**config.mk**
```make
export PLATFORM = sky130hd
export DESIGN_NAME = psram_bus_states
export DESIGN_NICKNAME = d
export VERILOG_FILES = /design/src/hw/psram_bus_pkg.sv /design/src/hw/psram_bus_states.sv
export VERILOG_INCLUDE_DIRS = /design/src /design/src/hw
export SDC_FILE = /design/constraint.sdc
export NUM_CORES = 1
export LEC_CHECK = 0
export ABC_AREA = 1
export ABC_CLOCK_PERIOD_IN_PS = 6050
export BUFFER_PORTS_ARGS = -buffer_cell sky130_fd_sc_hd__buf_4
export CORE_UTILIZATION = 45
export CTS_CLUSTER_DIAMETER = 80
export CTS_CLUSTER_SIZE = 8
export DETAILED_ROUTE_END_ITERATION = 7
export REMOVE_ABC_BUFFERS = 1
export SLEW_MARGIN = 25
export SYNTH_ARGS = -nofsm -noshare
export SYNTH_HDL_FRONTEND = slang
export SYNTH_SLANG_ARGS = --single-unit
```
**constraint.sdc**
```tcl
create_clock -name CLK_I -period 6.05 [get_ports CLK_I]
set_input_delay 0.9075 -clock CLK_I [delete_from_list [all_inputs] [get_ports CLK_I]]
set_output_delay 0.9075 -clock CLK_I [all_outputs]
set_load 0.005 [all_outputs]
```
**src/hw/psram_bus_defs.svh**
```systemverilog
// named constants for the memory-side bus state logic
// assumes inclusion by bare name from the package and design file
`ifndef PSRAM_BUS_DEFS_SVH
`define PSRAM_BUS_DEFS_SVH

// =====================================================
// command-address framing
`define CA_EDGES       3'h6
`define CA_W           48
`define CA_RW_BIT      47
`define CA_SPACE_BIT   46

// =====================================================
// initial latency, in link clock edges
`define LAT_EDGES      5'h0c

// =====================================================
// clock stop timing
`define INITIAL_ACCESS_TIME_NS        35
`define STOP_EXTRA_NS  30
`define CLK_PERIOD_NS  10
`define STOP_CYCLES    (((`INITIAL_ACCESS_TIME_NS + `STOP_EXTRA_NS) + `CLK_PERIOD_NS - 1) / `CLK_PERIOD_NS)
`define STOP_CNT_W     4

// =====================================================
// write data buffer
`define DATA_W         8
`define FIFO_DEPTH     32

`endif

```
**src/hw/psram_bus_pkg.sv**
```systemverilog
// types shared by the memory-side bus state logic
// assumes the defs header is on the include path
`include "psram_bus_defs.svh"

package psram_bus_pkg;

    // =====================================================
    // interface states, one-hot
    typedef enum logic [5:0] {
        ST_STANDBY = 6'h01,
        ST_CA      = 6'h02,
        ST_RD_LAT  = 6'h04,
        ST_WR_LAT  = 6'h08,
        ST_RD_DATA = 6'h10,
        ST_WR_DATA = 6'h20
    } bus_state_t;

    // =====================================================
    // pin inputs as sampled
    typedef struct packed {
        logic                cs_n;
        logic                ck;
        logic                ck_n;
        logic                reset_n;
        logic                supply_ok;
        logic [`DATA_W-1:0]  dq;
        logic                strobe_mask_line;
    } pins_in_t;

    // one written byte with its mask
    typedef struct packed {
        logic [`DATA_W-1:0]  data;
        logic                mask;
    } wr_beat_t;

endpackage : psram_bus_pkg

```
**src/hw/psram_bus_states.sv**
```systemverilog
// memory-side bus ownership logic and its write data buffer
// assumes link pins arrive asynchronously and are sampled by CLK_I
`timescale 1ns/100ps
`include "psram_bus_defs.svh"

// =====================================================
// synchronous fifo, registered pointers
module sync_fifo #(
    parameter int W     = 9,
    parameter int DEPTH = 32
) (
    // clock and reset
    input  wire logic          clk_i,
    input  wire logic          rst_i,
    // filling side
    input  wire logic          in_valid_i,
    output      logic          in_ready_o,
    input  wire logic [W-1:0]  in_data_i,
    // draining side
    output      logic          out_valid_o,
    input  wire logic          out_ready_i,
    output      logic [W-1:0]  out_data_o
);
    localparam int AW = $clog2(DEPTH);

    logic [W-1:0]  mem [DEPTH];
    logic [AW:0]   wr_ptr;
    logic [AW:0]   rd_ptr;
    logic          push;
    logic          pop;

    // full when pointers differ only in the wrap bit
    assign in_ready_o  = !((wr_ptr[AW] != rd_ptr[AW]) && (wr_ptr[AW-1:0] == rd_ptr[AW-1:0]));
    assign out_valid_o = (wr_ptr != rd_ptr);
    assign out_data_o  = mem[rd_ptr[AW-1:0]];
    assign push        = in_valid_i && in_ready_o;
    assign pop         = out_valid_o && out_ready_i;

    // storage
    always_ff @(posedge clk_i) begin
        if (push) begin
            mem[wr_ptr[AW-1:0]] <= in_data_i;
        end
    end

    // pointers
    always_ff @(posedge clk_i) begin
        if (rst_i) begin
            wr_ptr <= '0;
            rd_ptr <= '0;
        end else begin
            if (push) begin
                wr_ptr <= wr_ptr + 1'b1;
            end
            if (pop) begin
                rd_ptr <= rd_ptr + 1'b1;
            end
        end
    end
endmodule : sync_fifo

// =====================================================
// bus state logic
module psram_bus_states (
    // clock and reset
    input  wire logic                      CLK_I,
    input  wire logic                      RST_I,
    // link pins
    input  wire logic                      CS_N_I,
    input  wire logic                      CK_I,
    input  wire logic                      CK_N_I,
    input  wire logic                      RESET_N_I,
    input  wire logic                      SUPPLY_OK_I,
    input  wire logic [`DATA_W-1:0]        DQ_I,
    output      logic [`DATA_W-1:0]        DQ_O,
    output      logic                      DQ_OE_N_O,
    input  wire logic                      STROBE_MASK_LINE_I,
    output      logic                      STROBE_MASK_LINE_O,
    output      logic                      STROBE_MASK_LINE_OE_N_O,
    // array side status
    input  wire logic                      REFRESH_PEND_I,
    output      logic [`CA_W-1:0]          CA_O,
    output      logic                      CA_VALID_O,
    output      logic                      CLK_STOP_O,
    // read data source
    input  wire logic [`DATA_W-1:0]        RD_DATA_I,
    input  wire logic                      RD_VALID_I,
    output      logic                      RD_TAKEN_O,
    // write data sink
    output      psram_bus_pkg::wr_beat_t   WR_BEAT_O,
    output      logic                      WR_VALID_O,
    input  wire logic                      WR_READY_I,
    output      logic                      WR_DROP_O
);
    psram_bus_pkg::pins_in_t    pin_s1;
    psram_bus_pkg::pins_in_t    pin_s2;
    psram_bus_pkg::bus_state_t  state;
    psram_bus_pkg::wr_beat_t    push_beat;
    logic                       ck_d;
    logic                       ck_edge;
    logic                       hold_off;
    logic                       ext_lat;
    logic                       zero_lat;
    logic [4:0]                 cnt;
    logic [4:0]                 lat_target;
    logic [`CA_W-1:0]           ca_sr;
    logic [`CA_W-1:0]           next_ca;
    logic [`STOP_CNT_W-1:0]     stop_cnt;
    logic                       push;
    logic                       push_ready;

    // two-stage pin synchroniser
    always_ff @(posedge CLK_I) begin
        pin_s1 <= {CS_N_I, CK_I, CK_N_I, RESET_N_I, SUPPLY_OK_I, DQ_I, STROBE_MASK_LINE_I};
        pin_s2 <= pin_s1;
    end

    // link clock edge detection on the settled sample
    always_ff @(posedge CLK_I) begin
        if (RST_I) begin
            ck_d <= 1'b0;
        end else begin
            ck_d <= pin_s2.ck;
        end
    end

    assign ck_edge    = pin_s2.ck ^ ck_d;
    assign hold_off   = RST_I || !pin_s2.reset_n || !pin_s2.supply_ok;
    assign next_ca    = {ca_sr[`CA_W-`DATA_W-1:0], pin_s2.dq};
    assign lat_target = ext_lat ? (`LAT_EDGES << 1) : `LAT_EDGES;

    // interface state and edge counter
    always_ff @(posedge CLK_I) begin
        if (hold_off || pin_s2.cs_n) begin
            state <= psram_bus_pkg::ST_STANDBY;
            cnt   <= '0;
        end else begin
            case (state)
                psram_bus_pkg::ST_STANDBY: begin
                    state <= psram_bus_pkg::ST_CA;
                    cnt   <= '0;
                end
                psram_bus_pkg::ST_CA: begin
                    if (ck_edge) begin
                        cnt <= cnt + 5'h01;
                        if (cnt == {2'b00, `CA_EDGES} - 5'h01) begin
                            cnt <= '0;
                            if (next_ca[`CA_RW_BIT]) begin
                                state <= psram_bus_pkg::ST_RD_LAT;
                            end else if (next_ca[`CA_SPACE_BIT]) begin
                                state <= psram_bus_pkg::ST_WR_DATA;
                            end else begin
                                state <= psram_bus_pkg::ST_WR_LAT;
                            end
                        end
                    end
                end
                psram_bus_pkg::ST_RD_LAT,
                psram_bus_pkg::ST_WR_LAT: begin
                    if (ck_edge) begin
                        cnt <= cnt + 5'h01;
                        if (cnt == lat_target - 5'h01) begin
                            cnt   <= '0;
                            state <= (state == psram_bus_pkg::ST_RD_LAT) ?
                                     psram_bus_pkg::ST_RD_DATA : psram_bus_pkg::ST_WR_DATA;
                        end
                    end
                end
                psram_bus_pkg::ST_RD_DATA,
                psram_bus_pkg::ST_WR_DATA: begin
                    state <= state;
                end
                default: begin
                    state <= psram_bus_pkg::ST_STANDBY;
                end
            endcase
        end
    end

    // refresh latency flag, caught at selection
    always_ff @(posedge CLK_I) begin
        if (RST_I) begin
            ext_lat <= 1'b0;
        end else if (state == psram_bus_pkg::ST_STANDBY) begin
            ext_lat <= REFRESH_PEND_I;
        end
    end

    // command-address shift register and zero-latency flag
    always_ff @(posedge CLK_I) begin
        if (RST_I) begin
            ca_sr      <= '0;
            CA_O       <= '0;
            CA_VALID_O <= 1'b0;
            zero_lat   <= 1'b0;
        end else begin
            CA_VALID_O <= 1'b0;
            if (state == psram_bus_pkg::ST_STANDBY) begin
                zero_lat <= 1'b0;
            end
            if (!hold_off && !pin_s2.cs_n && state == psram_bus_pkg::ST_CA && ck_edge) begin
                ca_sr <= next_ca;
                if (cnt == {2'b00, `CA_EDGES} - 5'h01) begin
                    CA_O       <= next_ca;
                    CA_VALID_O <= 1'b1;
                    zero_lat   <= !next_ca[`CA_RW_BIT] && next_ca[`CA_SPACE_BIT];
                end
            end
        end
    end

    // pin drive per state; enables low while driving
    always_ff @(posedge CLK_I) begin
        if (hold_off || pin_s2.cs_n) begin
            DQ_OE_N_O   <= 1'b1;
            STROBE_MASK_LINE_OE_N_O <= 1'b1;
            DQ_O        <= '0;
            STROBE_MASK_LINE_O      <= 1'b0;
        end else begin
            case (state)
                psram_bus_pkg::ST_CA: begin
                    DQ_OE_N_O   <= 1'b1;
                    STROBE_MASK_LINE_OE_N_O <= 1'b0;
                    STROBE_MASK_LINE_O      <= ext_lat;
                end
                psram_bus_pkg::ST_RD_LAT: begin
                    DQ_OE_N_O   <= 1'b1;
                    STROBE_MASK_LINE_OE_N_O <= 1'b0;
                    STROBE_MASK_LINE_O      <= 1'b0;
                end
                psram_bus_pkg::ST_RD_DATA: begin
                    DQ_OE_N_O   <= 1'b0;
                    STROBE_MASK_LINE_OE_N_O <= 1'b0;
                    if (ck_edge) begin
                        if (RD_VALID_I) begin
                            DQ_O <= RD_DATA_I;
                        end
                        STROBE_MASK_LINE_O <= pin_s2.ck;
                    end
                end
                psram_bus_pkg::ST_WR_LAT,
                psram_bus_pkg::ST_WR_DATA: begin
                    DQ_OE_N_O   <= 1'b1;
                    STROBE_MASK_LINE_OE_N_O <= 1'b1;
                end
                default: begin
                    DQ_OE_N_O   <= 1'b1;
                    STROBE_MASK_LINE_OE_N_O <= 1'b1;
                end
            endcase
        end
    end

    // acknowledge of each read byte placed on the bus
    always_ff @(posedge CLK_I) begin
        if (RST_I) begin
            RD_TAKEN_O <= 1'b0;
        end else begin
            RD_TAKEN_O <= !hold_off && !pin_s2.cs_n && ck_edge && RD_VALID_I &&
                          state == psram_bus_pkg::ST_RD_DATA;
        end
    end

    // clock stop detection; outputs simply hold their last value
    always_ff @(posedge CLK_I) begin
        if (RST_I || ck_edge || state == psram_bus_pkg::ST_STANDBY) begin
            stop_cnt   <= '0;
            CLK_STOP_O <= 1'b0;
        end else begin
            if (stop_cnt != `STOP_CNT_W'(`STOP_CYCLES)) begin
                stop_cnt <= stop_cnt + 1'b1;
            end
            CLK_STOP_O <= (stop_cnt == `STOP_CNT_W'(`STOP_CYCLES)) &&
                          !pin_s2.ck && pin_s2.ck_n;
        end
    end

    // write beats captured on each link edge
    assign push           = !hold_off && !pin_s2.cs_n && ck_edge && state == psram_bus_pkg::ST_WR_DATA;
    assign push_beat.data = pin_s2.dq;
    assign push_beat.mask = zero_lat ? 1'b0 : pin_s2.strobe_mask_line;

    // beat lost when the buffer is full, sticky until reset
    always_ff @(posedge CLK_I) begin
        if (RST_I) begin
            WR_DROP_O <= 1'b0;
        end else if (push && !push_ready) begin
            WR_DROP_O <= 1'b1;
        end
    end

    // write data buffer
    sync_fifo #(
        .W     ($bits(psram_bus_pkg::wr_beat_t)),
        .DEPTH (`FIFO_DEPTH)
    ) wr_fifo (
        .clk_i       (CLK_I),
        .rst_i       (RST_I),
        .in_valid_i  (push),
        .in_ready_o  (push_ready),
        .in_data_i   (push_beat),
        .out_valid_o (WR_VALID_O),
        .out_ready_i (WR_READY_I),
        .out_data_o  (WR_BEAT_O)
    );
endmodule : psram_bus_states

```
; ---- Yosys cells after proc, flatten, opt, wreduce, memory -nomap -nowiden
; Memory sizes are Yosys's and may differ from the RTL's. A register that Yosys moved wholly into a read port is not among the register bits.
; Cells that the tools add are included.
[word_totals]
word_cells = 123
out_inout_bits = 73
mem_count = 1
reg_bits = 161
mem_bits_rw = 288
in_bits = 27
[memory_table]
columns = name, words, width, rd, rd_ports_with_merged_regs, wr, line_no
row1 = wr_fifo.mem, 32, 9, 1, 1, 1, psram_bus_states.sv:26  ; logic [W-1:0] mem [DEPTH];
[op_classes]
eq_ne = 18
addsub = 5
bitwise = 3
n_mux = 27
reduce_logical = 37
[op_table]
columns = op, n
row1 = $mux W6, 7
row2 = $mux W5, 7
row3 = $pmux W6 S4, 1
row4 = $pmux W5 S3, 1
row5 = $logic_and A1 B1 Y1, 14
row6 = $add A6 B1 Y6 const B, 2
row7 = $eq A5 B5 Y1, 2
row8 = $mux W1, 10
row9 = $ne A2 B2 Y1 const B, 5
row10 = $logic_not A1 Y1, 7
row11 = $eq A6 B1 Y1 const B, 1
row12 = $eq A6 B2 Y1 const B, 1
row13 = $eq A6 B3 Y1 const B, 1
row14 = $eq A6 B4 Y1 const B, 1
row15 = $eq A6 B5 Y1 const B, 1
row16 = $eq A6 B6 Y1 const B, 1
row17 = $ne A6 B6 Y1, 1
row18 = $reduce_and A3 Y1, 2
row19 = $reduce_bool A3 Y1, 2
row20 = $reduce_or A2 Y1, 3
row21 = $add A5 B1 Y5 const B, 1
row22 = $eq A5 B3 Y1 const B, 1
row23 = $logic_or A1 B1 Y1, 5
row24 = $reduce_and A5 Y1, 1
row25 = other kinds (10), 12

; ---- Longest topological paths before layout
[depth]
word_depth = 10
mapped_depth = 13
mapped_depth_nobuf = 12

; ---- Cells and area by module
; Synthesis repeated with hierarchy kept, for this count alone.
[unflattened]
hier_cells = 1758
area_unflattened_um2 = 17843.4
[by_module_without_submodules]
columns = mod, area_each_um2, n_inst, cells_each
row1 = sync_fifo, 12659.6, 1, 1119
row2 = psram_bus_states, 5183.7, 1, 639

; ---- Worst setup path after synthesis
; Ideal clock, no wire load.
[synth_path]
kind = in2reg
start = input port RST_I
end = memory wr_fifo.mem[11][0], enable pin
stages = 7
setup_ns = 0.374
arrival_ns = 2.224
setup_slack_ns = 3.452
n_path_buf = 0
cell_sequence = nor2_2 -> nand3_4 -> nor3_4 -> nand2_4 -> nor2_4 -> nand2_2 -> nor2_1
[synth_via]
elab_chain_len = 9
[synth_lines]
columns = item, line_no
row1 = start: declaration, psram_bus_states.sv:67  ; input wire logic RST_I,
row2 = $logic_or A1 B1 Y1 (2 in a row), psram_bus_states.sv:128  ; assign hold_off = RST_I || !pin_s2.reset_n || !pin_s2.supply_ok;
row3 = $logic_not A1 Y1, psram_bus_states.sv:279  ; assign push = !hold_off && !pin_s2.cs_n && ck_edge && state == psram_bus_pkg::ST_WR_DATA;
row4 = $logic_and A1 B1 Y1 (3 in a row), psram_bus_states.sv:279
row5 = $logic_and A1 B1 Y1, psram_bus_states.sv:36  ; assign push = in_valid_i && in_ready_o;
row6 = $mux W1, psram_bus_states.sv:41  ; if (push) begin
row7 = $mux W1 (not written as such), psram_bus_states.sv:42  ; mem[wr_ptr[AW-1:0]] <= in_data_i;
row8 = end: declaration, psram_bus_states.sv:26
; No other way between the ends.

==> metrics.md <==
| Metric | Value |
|---|---|
| # resized after CTS | `0` |
| Crit end category | `primary output` |
| Adder-cell share of the synthesized area | `0.005630` |
| GR Util All Layers | `0.2128` |
| RSZ-0062 raised after global routing | `no` |
| Final min period | `4292 ps` |
| Post-synthesis xor/xnor area fraction | `0.005419` |
| Clk_skew | `about 26 ps` |
| Seq/Total Area, Yosys | `0.6734` |
| Hold path depth | `0` |
| Inserted Diodes | `0` |
| Worst Path Buf+Inv | `3` |
| Drt total wl | `42930 um` |
| Crit-path most repeated cell | `nand2_1` |
| Outcome | `finished, final reports clean` |
| Crit-path max FO | `72` |
| Boundary Pins | `100` |
| CTS root buf | `clkbuf_16` |
| Top cells by area, synth | `edfxtp_1 49%, dfxtp_1 19%, nand2_1 10%, nand3_1 6.9%, nor2_1 3.9%` |
| Layout cells sized above 1 | `0.1290` |
| Total CTS buffers | `66` |
| Final count of pins violating max slew | `0` |
| Worst path cell trace | `buf_4 > buf_4 > nand2_1 > nand3_1 > nand3_1 > nand2_1 > nand2_1 > nand2_1 > nor2_1 > a21oi_1 > buf_4` |
| WHS | `318.9 ps` |
| FMAX | `233.0 MHz` |
| Die Area | `40310 um^2` |
| DR iter-0 viols | `952` |
| Fin. Hold Viols | `0` |
| Max Root-Sink Buffers | `3` |
| Starting Density | `0.4579` |
| R2R Setup Slk | `about 3200 ps` |
| Initial DRT Pass Iterations | `5` |
| Final ANT Viol Nets | `0` |
| Max transition margin | `0.2917` |
| Routed len/inst | `18.05 um` |
| Syn_area_per_cell | `10.16 um^2` |
| Synth cell count leaders | `474 x nand2_1, 288 x edfxtp_1, 244 x nand3_1` |
| Initial antenna violation count | `0` |
| Crit path arrival time | `between 3000 and 4000 ps` |
| Rows | `72` |
| Post-CTS Setup Inserts | `0` |
| Min-Delay Path Class | `reg2reg` |
| Netlist cell types | `33` |
| IR drop worst, VDD | `0.0001936 V` |
| Worst R2R Path Depth | `9` |
| Crit Path Category | `reg2out` |
| Worst EP required | `about 5000 ps` |
| CP Depth | `11` |
| CTS tree | `yes` |
| WL met2 | `19920 um` |
| HPWL Detailed | `24690 um` |
| CTS HTree Levels | `3` |
| Register bit total from synthesis | `454` |
| Top-area cell type share of the netlist area | `0.4865` |
| Cell with the most instances after synthesis | `nand2_1` |
| Fillcell total | `3423` |
| Simple-Gate Fraction of Synth Area | `0.2276` |
| Hold path start | `pin_s1[1]$_DFF_P_` |
| Core Region | `just under 40000 um^2` |
| Congestion Overflow GR | `0` |
| Least-Margin Pin Slew | `approximately 1100 ps` |
| Clk_lat worst skew | `570 ps` |
| Die W | `200.8 um` |
| Worst-path clk slew | `~50 ps` |
| P_leak | `8.148 nW` |
| Area leader, netlist | `edfxtp_1` |
| Synth Cell Area | `17780 um^2` |
| Worst reg2reg path startpoint | `pin_s2[12]$_DFF_P_` |
| Yosys Warn Count | `0` |
| Post-synth ARST share | `0` |
| Final WS setup | `1758 ps` |
| TritonCTS Sinks | `454` |
| Area Growth Syn to Fin | `16.90%` |
| Number of hold buffers added after CTS | `0` |
| Post-Syn Instances | `1749` |
| Die height | `200.8 um` |
| Layout net count | `approximately 1900` |
| Setup_tns | `0 ps` |
| Post-route DRC violation count | `0` |
| Largest family of logic cells by synthesized area | `simple AND/OR/NAND/NOR gates` |
| Count of max-cap constraint violations | `0` |
| Fin crit share | `0.7095` |
| Port Buf Inserts | `99` |
| Via count | `between 10000 and 15000` |
| Global-route wire length before repair | `66960 um` |
| Final setup viols | `0` |
| Met3 wire length | `between 3000 and 4000 um` |
| Vias per Instance | `5.205` |
| Placer Congestion | `0.7986` |
| Crit path max-delay family | `buffers and inverters` |
| Post-synth EDFFs | `around 290` |
| M1 wire length | `19180 um` |
| Power Dens Cells | `around 340 nW/um^2` |
| Top routing layer in use | `met4` |
| Mux share of post-synthesis cell area | `0` |
| Leading register cell type out of synthesis | `edfxtp_1` |
| Compound-gate portion of the synthesized area | `0.05067` |
| Largest net degree at the start of global routing | `79` |
| CP peak stage delay | `680 ps` |
| Crit start category | `register` |
| Critical path's slowest cell | `buf_4` |
| Vias in the first global route | `11750` |
| Place WS | `2317 ps` |
-- logic make-up after synthesis --
family	count (synthesis)
AOI/OAI and AO/OA	174
xor gates and xnor gates	11
adders and majority gates	8
buffers and inverters	158
DFF	454
and+or+nand+nor	944
-- routing by layer --
metal | GRT usage | vias up
met1 | 0.2948 | 5857
met5 | 0 | -
met3 | 0.04692 | 64
li1 | - | 6086
met2 | 0.3348 | 376
met4 | 0.06489 | 0
-- sequential cells by signal, indices dropped and copies added (netlist names), named ones only --
signal                   flops
wr_fifo.mem                288
CA_O                        48
ca_sr                       40
pin_s1                      14
DQ_O                         8
next_ca                      8
pin_s2                       6
state                        6
wr_fifo.rd_ptr               6
wr_fifo.wr_ptr               6
cnt                          5
stop_cnt                     4
CA_VALID_O                   1
CLK_STOP_O                   1
DQ_OE_N_O                    1
RD_TAKEN_O                   1
STROBE_MASK_LINE_O           1
STROBE_MASK_LINE_OE_N_O      1
WR_DROP_O                    1
ck_d                         1
ext_lat                      1
zero_lat                     1
-- placed cells by master (no fill, tap or decap), types with 2 or more instances in the layout --
master and instances:
nand2_1 474, edfxtp_1 288, nand3_1 244, nor2_1 178, dfxtp_1 162, buf_4 116
a21oi_1 80, o21ai_0 71, clkbuf_16 71, inv_1 52, clkbuf_1 15, nor2_2 12
o21ai_1 11, inv_2 10, o31ai_1 9, nand4_1 8, nor3_2 8, ha_1 8
xor2_1 7, nor2_4 4, nand2_4 4, nor3_1 4, xnor2_1 4, dfxtp_2 3
nand3_4 2, nor3_4 2, inv_4 2, nand2_2 2, a211oi_1 2, clkinv_1 2
-- worst paths after layout --
kind	endpoint
max reg2reg	wr_fifo.mem[28][2]$_DFFE_PP_
max	WR_BEAT_O[7]
min	next_ca[0]$_DFF_P_
min reg2reg	next_ca[0]$_DFF_P_
-- worst register-to-register path: stages, from the launching register on --
cell and delay, ps:
dfxtp_1 310, inv_2 70, nand2_1 50, nand2_1 150
inv_1 190, nor3_4 390, nand2_4 180, inv_4 140
nand2_4 120, nor2_1 820
-- stage by stage --
step | instances | instance area [um^2] | utilization | power [mW]
global route | 2379 | 20780 | 0.5353 | 7.230
floorplan | 1657 | 17370 | - | 3.601
global placement | 2291 | 18910 | 0.4870 | 3.727
finish | 2379 | 20780 | 0.5353 | 6.999
detailed placement | 2291 | 18910 | 0.4870 | 3.732
CTS | 2379 | 20760 | 0.5348 | 7.059
-- power by group --
| part | internal (mW) | leakage (nW) | switching [mW] | total (mW) |
|---|---|---|---|---|
| Sequential | 3.31 | 3.94 | 0.0244 | 3.33 |
| Combinational | 0.103 | 3.31 | 0.233 | 0.337 |
| Clock | 2.09 | 0.904 | 1.24 | 3.33 |
-- layout make-up --
class,instances,area (um^2),area share
Clock inverter,1,8.758,0.0004214
Sequential cell,454,11980,0.5764
Tap cell,518,648.1,0.03118
Clock buffer,87,1847,0.08886
Multi-Input combinational cell,1137,5177,0.2491
Inverter,66,252.7,0.01216
Timing Repair Buffer,116,870.8,0.04190
(Power assumes the default switching activity.)
